[config.mk]
export PLATFORM = sky130hd
export DESIGN_NAME = srcs_receive_control
export DESIGN_NICKNAME = d
export VERILOG_FILES = /design/src/include/srcs_pkg.sv /design/src/hw/srcs_receive_control.sv
export SDC_FILE = /design/constraint.sdc
export NUM_CORES = 1
export LEC_CHECK = 0
export BUFFER_PORTS_ARGS = -buffer_cell sky130_fd_sc_hd__buf_4
export CORE_MARGIN = 8
export CORE_UTILIZATION = 29
export CTS_CLUSTER_DIAMETER = 40
export CTS_CLUSTER_SIZE = 20
export DETAILED_ROUTE_END_ITERATION = 7
export PLACE_DENSITY = 0.49
export SYNTH_ARGS = -nofsm -noshare
export SYNTH_HDL_FRONTEND = slang
export SYNTH_SLANG_ARGS = --single-unit
[constraint.sdc]
create_clock -name sys_clk -period 2.6 [get_ports sys_clk]
set_input_delay 0.26 -clock sys_clk [delete_from_list [all_inputs] [get_ports sys_clk]]
set_output_delay 0.26 -clock sys_clk [all_outputs]
set_load 0.01 [all_outputs]
[src/include/srcs_pkg.sv]
// constants and types of the serial receive control and status block
package srcs_pkg;
  // avalon byte offsets
  localparam int          ADDR_W         = 8;
  localparam logic [7:0]  REG_CTRL       = 8'h00;
  localparam logic [7:0]  REG_DATA       = 8'h04;
  localparam logic [7:0]  REG_MODE       = 8'h08;
  localparam logic [7:0]  REG_IRQ_STATUS = 8'h0C;
  localparam logic [7:0]  REG_IRQ_ENABLE = 8'h10;
  localparam logic [7:0]  REG_IRQ_CLEAR  = 8'h14;

  localparam logic [7:0]  CTRL_RESET     = 8'h00;
  localparam logic [1:0]  MODE_RESET     = 2'h0;
  localparam int          MODE_SYNC_BIT  = 0;
  localparam int          MODE_MASTER_BIT = 1;
  localparam int          MODE_RECEIVE_INTERRUPT_FLAG_BIT  = 2;

  localparam int          IRQ_W          = 3;
  localparam int          IRQ_READY      = 0;
  localparam int          IRQ_FRAMING    = 1;
  localparam int          IRQ_OVERRUN    = 2;

  // timing
  localparam int          CLK_PERIOD_NS  = 4;
  localparam int          BIT_TIME_NS    = 1000;
  localparam int          MCLK_HALF_NS   = 128;
  localparam int          BIT_CYCLES     = BIT_TIME_NS / CLK_PERIOD_NS;
  localparam int          HALF_BIT_CYCLES = BIT_CYCLES / 2;
  localparam int          MCLK_HALF_CYCLES = MCLK_HALF_NS / CLK_PERIOD_NS;
  localparam int          CNT_W          = 9;
  localparam logic [3:0]  BITS_8         = 4'h8;
  localparam logic [3:0]  BITS_9         = 4'h9;

  // field order gives bit 7 down to bit 0
  typedef struct packed {
    logic serialPortEnable;
    logic ninthBitReceiveSelect;
    logic singleReceiveEnable;
    logic continuousReceiveEnable;
    logic addressDetectEnable;
    logic framingErrorFlag;
    logic overrunErrorFlag;
    logic receivedNinthBit;
  } srcs_ctrl_t;

  typedef struct packed {
    logic       ninth;
    logic [7:0] data;
    logic       frameErr;
  } srcs_char_t;

  typedef enum logic [1:0] {
    ST_IDLE  = 2'h0,
    ST_START = 2'h1,
    ST_DATA  = 2'h3,
    ST_STOP  = 2'h2
  } srcs_state_t;
endpackage

[src/hw/srcs_receive_control.sv]
// receive control and status register with its receiver, avalon slave and interrupt
// Operation
// - port enable cleared holds port in reset
// - ninth-bit select picks 9-bit or 8-bit characters
// - single receive in sync master, self-clearing
// - async: continuous receive switches receiver on/off
// - sync: continuous receive runs, overrides single receive
// - async 9-bit address detect: accept ninth=1 only
// - async 9-bit without detect: accept all characters
// - async 8-bit ignores address detect
// - framing flag refreshed on next character loaded into the buffer (not on overrun)
// - overrun flag set, cleared by clearing continuous receive
module srcs_receive_control (
  input  wire logic                        sys_clk,
  input  wire logic                        reset,
  input  wire logic [srcs_pkg::ADDR_W-1:0] avs_address,
  input  wire logic                        avs_read,
  input  wire logic                        avs_write,
  input  wire logic [31:0]                 avs_writedata,
  output logic      [31:0]                 avs_readdata,
  output logic                             avs_waitrequest,
  input  wire logic                        receive_or_sync_data_pin,
  input  wire logic                        transmit_or_sync_clock_pin_in,
  output logic                             transmit_or_sync_clock_pin_out,
  output logic                             transmit_or_sync_clock_pin_oe,
  output logic                             irq
);
  import srcs_pkg::*;

  function automatic logic hitReg(input logic [ADDR_W-1:0] a, input logic [ADDR_W-1:0] off);
    hitReg = (a == off);
  endfunction

  // bus state
  logic                ack_q, ack_d;
  logic [31:0]         rdata_q, rdata_d;
  // core state
  srcs_ctrl_t          ctrl_q, ctrl_d;
  logic [1:0]          mode_q, mode_d;
  logic                receive_interrupt_flag_q, receive_interrupt_flag_d;
  logic [7:0]          rxBuf_q, rxBuf_d;
  logic [IRQ_W-1:0]    irqStat_q, irqStat_d;
  logic [IRQ_W-1:0]    irqEn_q, irqEn_d;
  srcs_state_t         state_q, state_d;
  logic [CNT_W-1:0]    cnt_q, cnt_d;
  logic [3:0]          bitIdx_q, bitIdx_d;
  logic [8:0]          shift_q, shift_d;
  logic                mclk_q, mclk_d;
  logic [1:0]          rxSync_q, rxSync_d;
  logic [1:0]          ckSync_q, ckSync_d;
  logic                ckPrev_q, ckPrev_d;

  logic                wrAcc, rdAcc;
  logic                isSync, isMaster, rxOn, sampleEdge, charDone;
  logic [3:0]          nBits;
  srcs_char_t          rxChar;
  logic                accept;
  logic [IRQ_W-1:0]    irqEvt;
  srcs_ctrl_t          wrCtrl;

  assign wrAcc = avs_write & ack_q;
  assign rdAcc = avs_read & ack_q;
  assign wrCtrl = srcs_ctrl_t'(avs_writedata[7:0]);
  assign avs_waitrequest = (avs_read | avs_write) & ~ack_q;
  assign avs_readdata = rdata_q;
  assign irq = |(irqStat_q & irqEn_q);
  assign isSync = mode_q[MODE_SYNC_BIT];
  assign isMaster = mode_q[MODE_MASTER_BIT];
  assign nBits = ctrl_q.ninthBitReceiveSelect ? BITS_9 : BITS_8;
  assign transmit_or_sync_clock_pin_out = mclk_q;
  assign transmit_or_sync_clock_pin_oe = ctrl_q.serialPortEnable & isSync & isMaster;

  // bus answer: request seen, data registered, waitrequest drops next cycle
  always_comb begin
    ack_d = (avs_read | avs_write) & ~ack_q;
    rdata_d = rdata_q;
    if (avs_read & ~ack_q) begin
      rdata_d = '0;
      if (hitReg(avs_address, REG_CTRL)) begin
        rdata_d[7:0] = ctrl_q;
      end else if (hitReg(avs_address, REG_DATA)) begin
        rdata_d[7:0] = rxBuf_q;
      end else if (hitReg(avs_address, REG_MODE)) begin
        rdata_d[1:0] = mode_q;
        rdata_d[MODE_RECEIVE_INTERRUPT_FLAG_BIT] = receive_interrupt_flag_q;
      end else if (hitReg(avs_address, REG_IRQ_STATUS)) begin
        rdata_d[IRQ_W-1:0] = irqStat_q;
      end else if (hitReg(avs_address, REG_IRQ_ENABLE)) begin
        rdata_d[IRQ_W-1:0] = irqEn_q;
      end
    end
  end

  always_ff @(posedge sys_clk) begin
    if (reset) begin
      ack_q   <= 1'b0;
      rdata_q <= '0;
    end else begin
      ack_q   <= ack_d;
      rdata_q <= rdata_d;
    end
  end

  // receiver on/off per mode
  always_comb begin
    if (!ctrl_q.serialPortEnable) begin
      rxOn = 1'b0;
    end else if (isSync && isMaster) begin
      rxOn = ctrl_q.continuousReceiveEnable | ctrl_q.singleReceiveEnable;
    end else begin
      rxOn = ctrl_q.continuousReceiveEnable;
    end
  end

  // sync sample point: own clock rising in master, pin clock rising in slave
  always_comb begin
    if (isMaster) begin
      sampleEdge = (state_q == ST_DATA) && (cnt_q == '0) && !mclk_q;
    end else begin
      sampleEdge = ckSync_q[1] & ~ckPrev_q;
    end
  end

  always_comb begin
    rxSync_d = {rxSync_q[0], receive_or_sync_data_pin};
    ckSync_d = {ckSync_q[0], transmit_or_sync_clock_pin_in};
    ckPrev_d = ckSync_q[1];
    state_d  = state_q;
    cnt_d    = cnt_q;
    bitIdx_d = bitIdx_q;
    shift_d  = shift_q;
    mclk_d   = mclk_q;
    charDone = 1'b0;
    rxChar.ninth    = 1'b0;
    rxChar.data     = nBits == BITS_9 ? shift_q[7:0] : shift_q[8:1];
    rxChar.frameErr = 1'b0;
    if (nBits == BITS_9) begin
      rxChar.ninth = shift_q[8];
    end
    case (state_q)
      ST_IDLE: begin
        mclk_d = 1'b0;
        bitIdx_d = '0;
        if (rxOn && isSync) begin
          state_d = ST_DATA;
          cnt_d = CNT_W'(MCLK_HALF_CYCLES - 1);
        end else if (rxOn && !rxSync_q[1]) begin
          state_d = ST_START;
          cnt_d = CNT_W'(HALF_BIT_CYCLES);
        end
      end
      ST_START: begin
        cnt_d = cnt_q - 1'b1;
        if (cnt_q == '0) begin
          cnt_d = CNT_W'(BIT_CYCLES - 1);
          state_d = rxSync_q[1] ? ST_IDLE : ST_DATA;
        end
      end
      ST_DATA: begin
        if (isSync) begin
          if (isMaster) begin
            cnt_d = cnt_q - 1'b1;
            if (cnt_q == '0) begin
              cnt_d = CNT_W'(MCLK_HALF_CYCLES - 1);
              mclk_d = ~mclk_q;
            end
          end
          if (sampleEdge) begin
            shift_d = {rxSync_q[1], shift_q[8:1]};
            bitIdx_d = bitIdx_q + 1'b1;
            if (bitIdx_q == nBits - 1'b1) begin
              state_d = ST_STOP;
            end
          end
        end else begin
          cnt_d = cnt_q - 1'b1;
          if (cnt_q == '0) begin
            cnt_d = CNT_W'(BIT_CYCLES - 1);
            shift_d = {rxSync_q[1], shift_q[8:1]};
            bitIdx_d = bitIdx_q + 1'b1;
            if (bitIdx_q == nBits - 1'b1) begin
              state_d = ST_STOP;
            end
          end
        end
      end
      ST_STOP: begin
        if (isSync) begin
          // master keeps the last high phase full length before closing
          if (isMaster) begin
            cnt_d = cnt_q - 1'b1;
          end
          if (!isMaster || cnt_q == '0) begin
            charDone = 1'b1;
            state_d = ST_IDLE;
            mclk_d = 1'b0;
          end
        end else begin
          cnt_d = cnt_q - 1'b1;
          if (cnt_q == '0) begin
            charDone = 1'b1;
            rxChar.frameErr = ~rxSync_q[1];
            state_d = ST_IDLE;
          end
        end
      end
      default: begin
        state_d = ST_IDLE;
      end
    endcase
    if (!rxOn) begin
      state_d = ST_IDLE;
      mclk_d = 1'b0;
    end
  end

  // address filter applies only to 9-bit async reception
  always_comb begin
    accept = charDone;
    if (!isSync && ctrl_q.ninthBitReceiveSelect && ctrl_q.addressDetectEnable) begin
      accept = charDone & rxChar.ninth;
    end // otherwise every character passes
  end

  always_comb begin
    ctrl_d  = ctrl_q;
    mode_d  = mode_q;
    receive_interrupt_flag_d  = receive_interrupt_flag_q;
    rxBuf_d = rxBuf_q;
    irqEn_d = irqEn_q;
    irqEvt  = '0;
    irqStat_d = irqStat_q;
    if (wrAcc && hitReg(avs_address, REG_CTRL)) begin
      ctrl_d.serialPortEnable        = wrCtrl.serialPortEnable;
      ctrl_d.ninthBitReceiveSelect   = wrCtrl.ninthBitReceiveSelect;
      ctrl_d.singleReceiveEnable     = wrCtrl.singleReceiveEnable;
      ctrl_d.continuousReceiveEnable = wrCtrl.continuousReceiveEnable;
      ctrl_d.addressDetectEnable     = wrCtrl.addressDetectEnable;
      if (!wrCtrl.continuousReceiveEnable) begin
        ctrl_d.overrunErrorFlag = 1'b0;
      end
    end
    if (wrAcc && hitReg(avs_address, REG_MODE)) begin
      mode_d = avs_writedata[1:0];
    end
    if (wrAcc && hitReg(avs_address, REG_IRQ_ENABLE)) begin
      irqEn_d = avs_writedata[IRQ_W-1:0];
    end
    if (wrAcc && hitReg(avs_address, REG_IRQ_CLEAR)) begin
      irqStat_d = irqStat_q & ~avs_writedata[IRQ_W-1:0];
    end
    if (rdAcc && hitReg(avs_address, REG_DATA)) begin
      receive_interrupt_flag_d = 1'b0;
    end
    if (charDone && isSync && isMaster && !ctrl_q.continuousReceiveEnable) begin
      ctrl_d.singleReceiveEnable = 1'b0;
    end
    if (accept && !ctrl_q.overrunErrorFlag) begin
      if (receive_interrupt_flag_q && !(rdAcc && hitReg(avs_address, REG_DATA))) begin
        ctrl_d.overrunErrorFlag = 1'b1;
        irqEvt[IRQ_OVERRUN] = 1'b1;
      end else begin
        rxBuf_d = rxChar.data;
        receive_interrupt_flag_d = 1'b1;
        ctrl_d.framingErrorFlag = rxChar.frameErr;
        ctrl_d.receivedNinthBit = rxChar.ninth;
        irqEvt[IRQ_READY] = 1'b1;
        irqEvt[IRQ_FRAMING] = rxChar.frameErr;
      end
    end
    irqStat_d = irqStat_d | irqEvt;
    if (!ctrl_q.serialPortEnable) begin
      receive_interrupt_flag_d = 1'b0;
      ctrl_d.framingErrorFlag = 1'b0;
      ctrl_d.overrunErrorFlag = 1'b0;
      ctrl_d.receivedNinthBit = 1'b0;
    end
  end

  always_ff @(posedge sys_clk) begin
    if (reset) begin
      ctrl_q    <= srcs_ctrl_t'(CTRL_RESET);
      mode_q    <= MODE_RESET;
      receive_interrupt_flag_q    <= 1'b0;
      rxBuf_q   <= '0;
      irqStat_q <= '0;
      irqEn_q   <= '0;
      state_q   <= ST_IDLE;
      cnt_q     <= '0;
      bitIdx_q  <= '0;
      shift_q   <= '0;
      mclk_q    <= 1'b0;
      rxSync_q  <= 2'h3;
      ckSync_q  <= '0;
      ckPrev_q  <= 1'b0;
    end else begin
      ctrl_q    <= ctrl_d;
      mode_q    <= mode_d;
      receive_interrupt_flag_q    <= receive_interrupt_flag_d;
      rxBuf_q   <= rxBuf_d;
      irqStat_q <= irqStat_d;
      irqEn_q   <= irqEn_d;
      state_q   <= state_d;
      cnt_q     <= cnt_d;
      bitIdx_q  <= bitIdx_d;
      shift_q   <= shift_d;
      mclk_q    <= mclk_d;
      rxSync_q  <= rxSync_d;
      ckSync_q  <= ckSync_d;
      ckPrev_q  <= ckPrev_d;
    end
  end
endmodule // srcs_receive_control

### Word-level counts from Yosys, hierarchy flattened

Cells that the tools add are included.

| word-level totals | value |
|---|---|
| register bits after elaboration | 64 |
| latch bits | 0 |
| memory bits (writable) | 0 |
| memory bits (read-only) | 0 |
| bits of input ports | 46 |
| output and inout bits | 36 |
| word-level logic and storage cells | 178 |
| memories | 0 |

| operators by class | value |
|---|---|
| add/sub/neg operators | 3 |
| $mul | 0 |
| div/mod/pow operators | 0 |
| magnitude comparators | 0 |
| equality and inequality tests | 24 |
| shift-type cells | 0 |
| muxes and demuxes | 66 |
| bitwise operators | 21 |
| reduce and logical (&&, ||, !) cells | 41 |

Operator list:

| operator | count |
|---|---|
| $mux W9 | 11 |
| $pmux W9 S4 | 1 |
| $mux W1 | 26 |
| $mux W2 | 13 |
| $mux W3 | 6 |
| $ne A3 B3 Y1 const B | 6 |
| $logic_and A1 B1 Y1 | 17 |
| $eq A8 B4 Y1 const B | 2 |
| $eq A8 B5 Y1 const B | 2 |
| $mux W8 | 2 |
| $mux W4 | 3 |
| $reduce_and A6 Y1 | 2 |
| $ne A2 B2 Y1 const B | 5 |
| $logic_not A9 Y1 | 1 |
| $reduce_and A3 Y1 | 3 |
| $sub A9 B1 Y9 const B | 1 |
| $and A1 B1 Y1 | 8 |
| $eq A8 B3 Y1 const B | 1 |
| $logic_not A8 Y1 | 1 |
| $pmux W2 S4 | 1 |
| $pmux W4 S2 | 1 |
| $logic_not A1 Y1 | 7 |
| $not A1 Y1 | 7 |
| $and A3 B3 Y3 | 2 |
| 20 further kinds | 26 |

### Longest topological paths before layout

| depth | value |
|---|---|
| word-level depth | 10 |
| mapped depth | 8 |
| mapped depth without buffers | 7 |

### Least setup slack after synthesis

Ideal clock, no wire load.

| timing | value |
|---|---|
| kind | register -> register |
| from | register cnt_q[0] |
| to | register bitIdx_q[2] |
| library setup time | 0.059 ns |
| data arrival time | 2.099 ns |
| slack | 0.441 ns |
| stages on the path, launching flop included | 8 |
| path buffers | 0 |
| period minus slack after synthesis | 2.159 ns |
| cell sequence | dfxtp_1 -> inv_1 -> ha_1 -> or4b_4 -> a2111oi_4 -> o21bai_4 -> or4b_1 -> nand2_1 |

| on the way | value |
|---|---|
| word-level cells in the longest chain between the ends | 6 |
| elaborated cells between the ends (all ways) | 7 |
| classes of those cells | eq/ne: 2; mux: 1; reduce/logical: 4 |

Ends and longest elaborated chain:

| element | RTL line | text |
|---|---|---|
| start, declared | srcs_receive_control.sv:45 | `logic [CNT_W-1:0] cnt_q, cnt_d;` |
| start signal, assigned | srcs_receive_control.sv:304 | `cnt_q <= cnt_d;` |
| $logic_not A9 Y1 * | srcs_receive_control.sv:118, srcs_receive_control.sv:177 |  |
| $logic_and A1 B1 Y1 (2 in a row) | srcs_receive_control.sv:118 | `sampleEdge = (state_q == ST_DATA) && (cnt_q == '0) && !mclk_q;` |
| $mux W1 | srcs_receive_control.sv:117 | `if (isMaster) begin` |
| $ne A3 B3 Y1 (no line) | -- |  |
| $reduce_and A3 Y1 (no line) * | -- |  |
| end signal, assigned | srcs_receive_control.sv:305 | `bitIdx_q <= bitIdx_d;` |
| end, declared | srcs_receive_control.sv:46 | `logic [3:0] bitIdx_q, bitIdx_d;` |

Mark *: on every way between the ends. The rest lies on a longest branch, timed or not.
A chain may end at the register's enable or synchronous reset.

### Final worst setup path

| timing | value |
|---|---|
| from | register cnt_q[0] |
| to | register state_q[0] |

| on the way | value |
|---|---|
| word-level cells in the longest chain between the ends | 6 |
| elaborated cells between the ends (all ways) | 11 |
| classes of those cells | eq/ne: 5; mux: 1; reduce/logical: 5 |

Ends and longest elaborated chain:

| element | RTL line | text |
|---|---|---|
| $logic_not A9 Y1 * | -- |  |
| $logic_and A1 B1 Y1 (2 in a row) | srcs_receive_control.sv:118 |  |
| $mux W1 | srcs_receive_control.sv:117 |  |
| $ne A3 B3 Y1 (no line) | -- |  |
| $reduce_and A6 Y1 (no line) * | -- |  |
| end signal, assigned | srcs_receive_control.sv:303 | `state_q <= state_d;` |
| end, declared | srcs_receive_control.sv:44 | `srcs_state_t state_q, state_d;` |

Marked as above.

==> flow_summary_export.csv <==
group,metric,value,unit
timing,period_needed,2.360,ns
cells_and_area,multi_input_area,1862,µm²
routing,wl_met1,4150,µm
timing,drv_slew,0,
grt,grt_max_degree,53,
grt,grt-ovfl-total,0,
routing,wl_met2,3858,µm
cells_and_area,layout.nets,480,
pwr,power,2.411,mW
pwr,switching_share,22.17,%
place,dp_hpwl,6284,µm
synthesis,synth_cell_types,58,
cts,insertion_delay,0.33,ns
min_path,hp-class,"in -> reg",
cts,max-clock-path-buffers,2,
synthesis,postSynth.asyncResetShare,0,%
floorplan,core,11420,µm²
timing,fmax,423.7,MHz
cells_and_area,num_antenna_cells,0,
synthesis,synth_area,3392,µm²
cells_and_area,regArea,1281,µm²
floorplan,ios,82,
cells_and_area,area_delta_synth_final,18.89,%
pwr,p_seq_share,41.2,%
cts,cts_resized,0,
synthesis,synth-edff-count,0,
floorplan,rows,39,
pwr,clkPwrFrac,54.4,%
outcome,status,"complete, no violations",
routing,route.detailed.drc,0,
routing,top_layer,"met4",
pwr,pwr_density_cell,597.8,nW/µm²
synthesis,synth_top_cell_area_share,37.77,%
pwr,p_sw,0.5345,mW
synthesis,synth_top_cell_by_area,"dfxtp_1",
cells_and_area,mostFrequentLayoutCells,"dfxtp_1 (64), nor2_1 (47), buf_4 (44)",
cts,cts_buffers,9,
synthesis,syn-instance-count,399,
worst_setup_path,worstPathCellList,"inv_1, ha_1, or4b_4, nor3_2, buf_4, o22ai_1, nor3_1, mux2i_1",
place,globalplace.congestion,0.7906,
grt,grt_use_total,11.77,%
worst_setup_path,r2r_end,"state_q[0]",
worst_setup_path,r2r_cells,8,
timing,finalClockSkew,0.007352,ns
pwr,vdd.ir_drop.worst,0.0003355,V
worst_setup_path,critPathKind,"reg -> reg",
place,io_buffers,33,
floorplan,die_h,124.2,µm
cts,postCtsSetupBuffers,0,
worst_setup_path,cp_data_required_time,2.85,ns
cells_and_area,mostFrequentLayoutCell,"dfxtp_1",
timing,relSlewSlack,57.06,%
grt,grt_pass1_wl,14230,µm
grt,grt_pass1_vias,2762,
worst_setup_path,worstSetupEndpointType,"flop",
cts,path_clk_slew,0.06,ns
synthesis,netlist_top_cells_area,"dfxtp_1 (38%), mux2i_1 (8.3%), buf_4 (5.8%), nor2_1 (5.2%), a21oi_1 (3.4%)",
cts,htreeDepth,3,
routing,vias_per_cell,5.041,
routing,first_pass_iters,5,
routing,routed_wirelength,8702,µm
worst_setup_path,rr_startpoint,"cnt_q[0]",
cells_and_area,fillers,1198,
routing,routedWlPerCell,15.00,µm
routing,drt-initial-drc-count,202,
worst_setup_path,cp_max_fo,7,
routing,vias,2924,
synthesis,synth_seq_area_share,37.77,%
worst_setup_path,cpPeakStageDelay,0.52,ns
pwr,internal_power,1.876,mW
worst_setup_path,cp-start-kind,"flop",
floorplan,die_w,124.2,µm
timing,finalHoldViolCount,0,
worst_setup_path,cp-startpoint,"cnt_q[0]",
pwr,combinationalPowerShare,4.4,%
timing,fin_setup_tns,0,ns
floorplan,initial_core_util,29.71,%
grt,antenna_found_initial,0,
cts,cts_tree,"yes",
floorplan,die-area,15410,µm²
synthesis,yosysWarnings,0,
worst_setup_path,slowest_stage,"or4b_4",
timing,post-route-period-util,90.77,%
worst_setup_path,worst_ep_arrival_time,2.61,ns
synthesis,synth.avg_cell_area,8.501,µm²
routing,wl_met3,595,µm
flow_run,drv_cap,0,
cts,cts-root-buf,"clkbuf_16",
synthesis,synth_flop_cell,"dfxtp_1",
cells_and_area,drive_gt1_share,18.99,%
pwr,power_leakage,1.601,nW
worst_setup_path,crit_path_end,"state_q[0]",
timing,tightest_slew,0.6352,ns
worst_setup_path,rrSetupSlack,0.24,ns
cts,cts.sinks,64,
timing,finalSetupViolations,0,
cts,ctsHoldBuffers,0,
routing,ant_nets,0,
synthesis,ys_ff_latch,64,
timing,grt_setup_unrepaired,"no",
## kinds of logic (layout without fill, tap and decap cells)
| family | Yosys count | in the layout | share of synthesized area (%) |
|---|---|---|---|
| simple gates | 145 | 145 | 21.95 |
| fa+ha+maj | 2 | 2 | 0.7376 |
| mux | 34 | 34 | 10.25 |
| other cells | 1 | 24 | 0.1106 |
| flops | 64 | 64 | 37.77 |
| compound gates | 94 | 94 | 19.29 |
| buf+inv | 59 | 74 | 9.885 |
## area by class of cell
cell class | instances | area share [%]
clock buffer | 9 | 5.585
tap | 143 | 4.437
clock inverter | 7 | 2.544
inverter | 14 | 1.303
sequential | 64 | 31.77
timing repair buffer | 44 | 8.191
multi-input combinational | 299 | 46.17
## per-stage QoR
| step | instance area (µm²) | instances | worst slack [ns] | utilization (%) | hold WS [ns] |
|---|---|---|---|---|---|
| floorplan | 3478 | 422 | 0.4415 | - | 0.3638 |
| global placement | 3705 | 564 | 0.2274 | 32.45 | 0.3940 |
| detailed placement | 3705 | 564 | 0.2304 | 32.45 | 0.3991 |
| CTS | 4033 | 580 | 0.2116 | 35.32 | 0.1041 |
| global route | 4033 | 580 | 0.002766 | 35.32 | 0.1079 |
| finish | 4033 | 580 | 0.2401 | 35.32 | 0.1160 |
## worst max-delay path, delay by kind of cell (launching register included)
family / cells / cell delay (ns)
flip-flops: 1 / 0.34
multiplexers: 1 / 0.20
adder cells (fa/ha/maj): 1 / 0.21
AND/OR/NAND/NOR: 3 / 1.18
AO/OA/AOI/OAI: 1 / 0.09
buffers and inverters: 2 / 0.27
## layer usage
layer	vias up	GRT usage [%]
li1	1467	-
met1	1377	15.85
met2	72	17.75
met3	8	2.901
met4	0	4.461
met5	-	0
## cell usage after synthesis (all sizes together), types with 4 or more instances
| library cell | number |
|---|---|
| buf | 30 |
| nand4 | 5 |
| nor2b | 8 |
| inv | 14 |
| o21a | 4 |
| nor4 | 8 |
| nor3 | 11 |
| a22oi | 5 |
| clkbuf | 15 |
| mux2i | 28 |
| o22ai | 5 |
| dfxtp | 64 |
| nand3 | 8 |
| o21ai | 17 |
| a211oi | 12 |
| nand2 | 29 |
| nand2b | 5 |
| or2 | 5 |
| a21oi | 23 |
| mux2 | 6 |
| nor2 | 47 |
| a31oi | 4 |
## power by group through the flow
stage,clock [mW],combinational [mW],sequential (mW)
floorplan,0,0.0867,1.02
global placement,0,0.104,1.01
detailed placement,0,0.105,1.01
CTS,1.35,0.105,0.993
global route,1.40,0.116,0.994
finish,1.31,0.105,0.993
## sequential cells by signal, summed over array words and instances (netlist names)
signal                          flops
cnt_q                               9
transmit_or_sync_clock_pin_out      1
receive_interrupt_flag_q            1
rxBuf_q                             8
mode_q                              2
bitIdx_q                            4
ack_q                               1
state_q                             2
irqStat_q                           3
avs_readdata                        8
rxSync_q                            2
shift_q                             9
ckSync_q                            2
irqEn_q                             3
ctrl_q                              8
ckPrev_q                            1
## worst min path at each step
stage,start,endpoint,slack (ns),cells after the start
2_1_floorplan,receive_or_sync_data_pin,rxSync_q[0],0.36,1
3_3_place_gp,rxSync_q[0],rxSync_q[1],0.39,1
3_5_place_dp,rxSync_q[0],rxSync_q[1],0.40,1
4_1_cts,receive_or_sync_data_pin,rxSync_q[0],0.10,2
5_1_grt,receive_or_sync_data_pin,rxSync_q[0],0.11,2
6_report,receive_or_sync_data_pin,rxSync_q[0],0.12,2
Note: power is estimated with default switching activity, not from simulation.
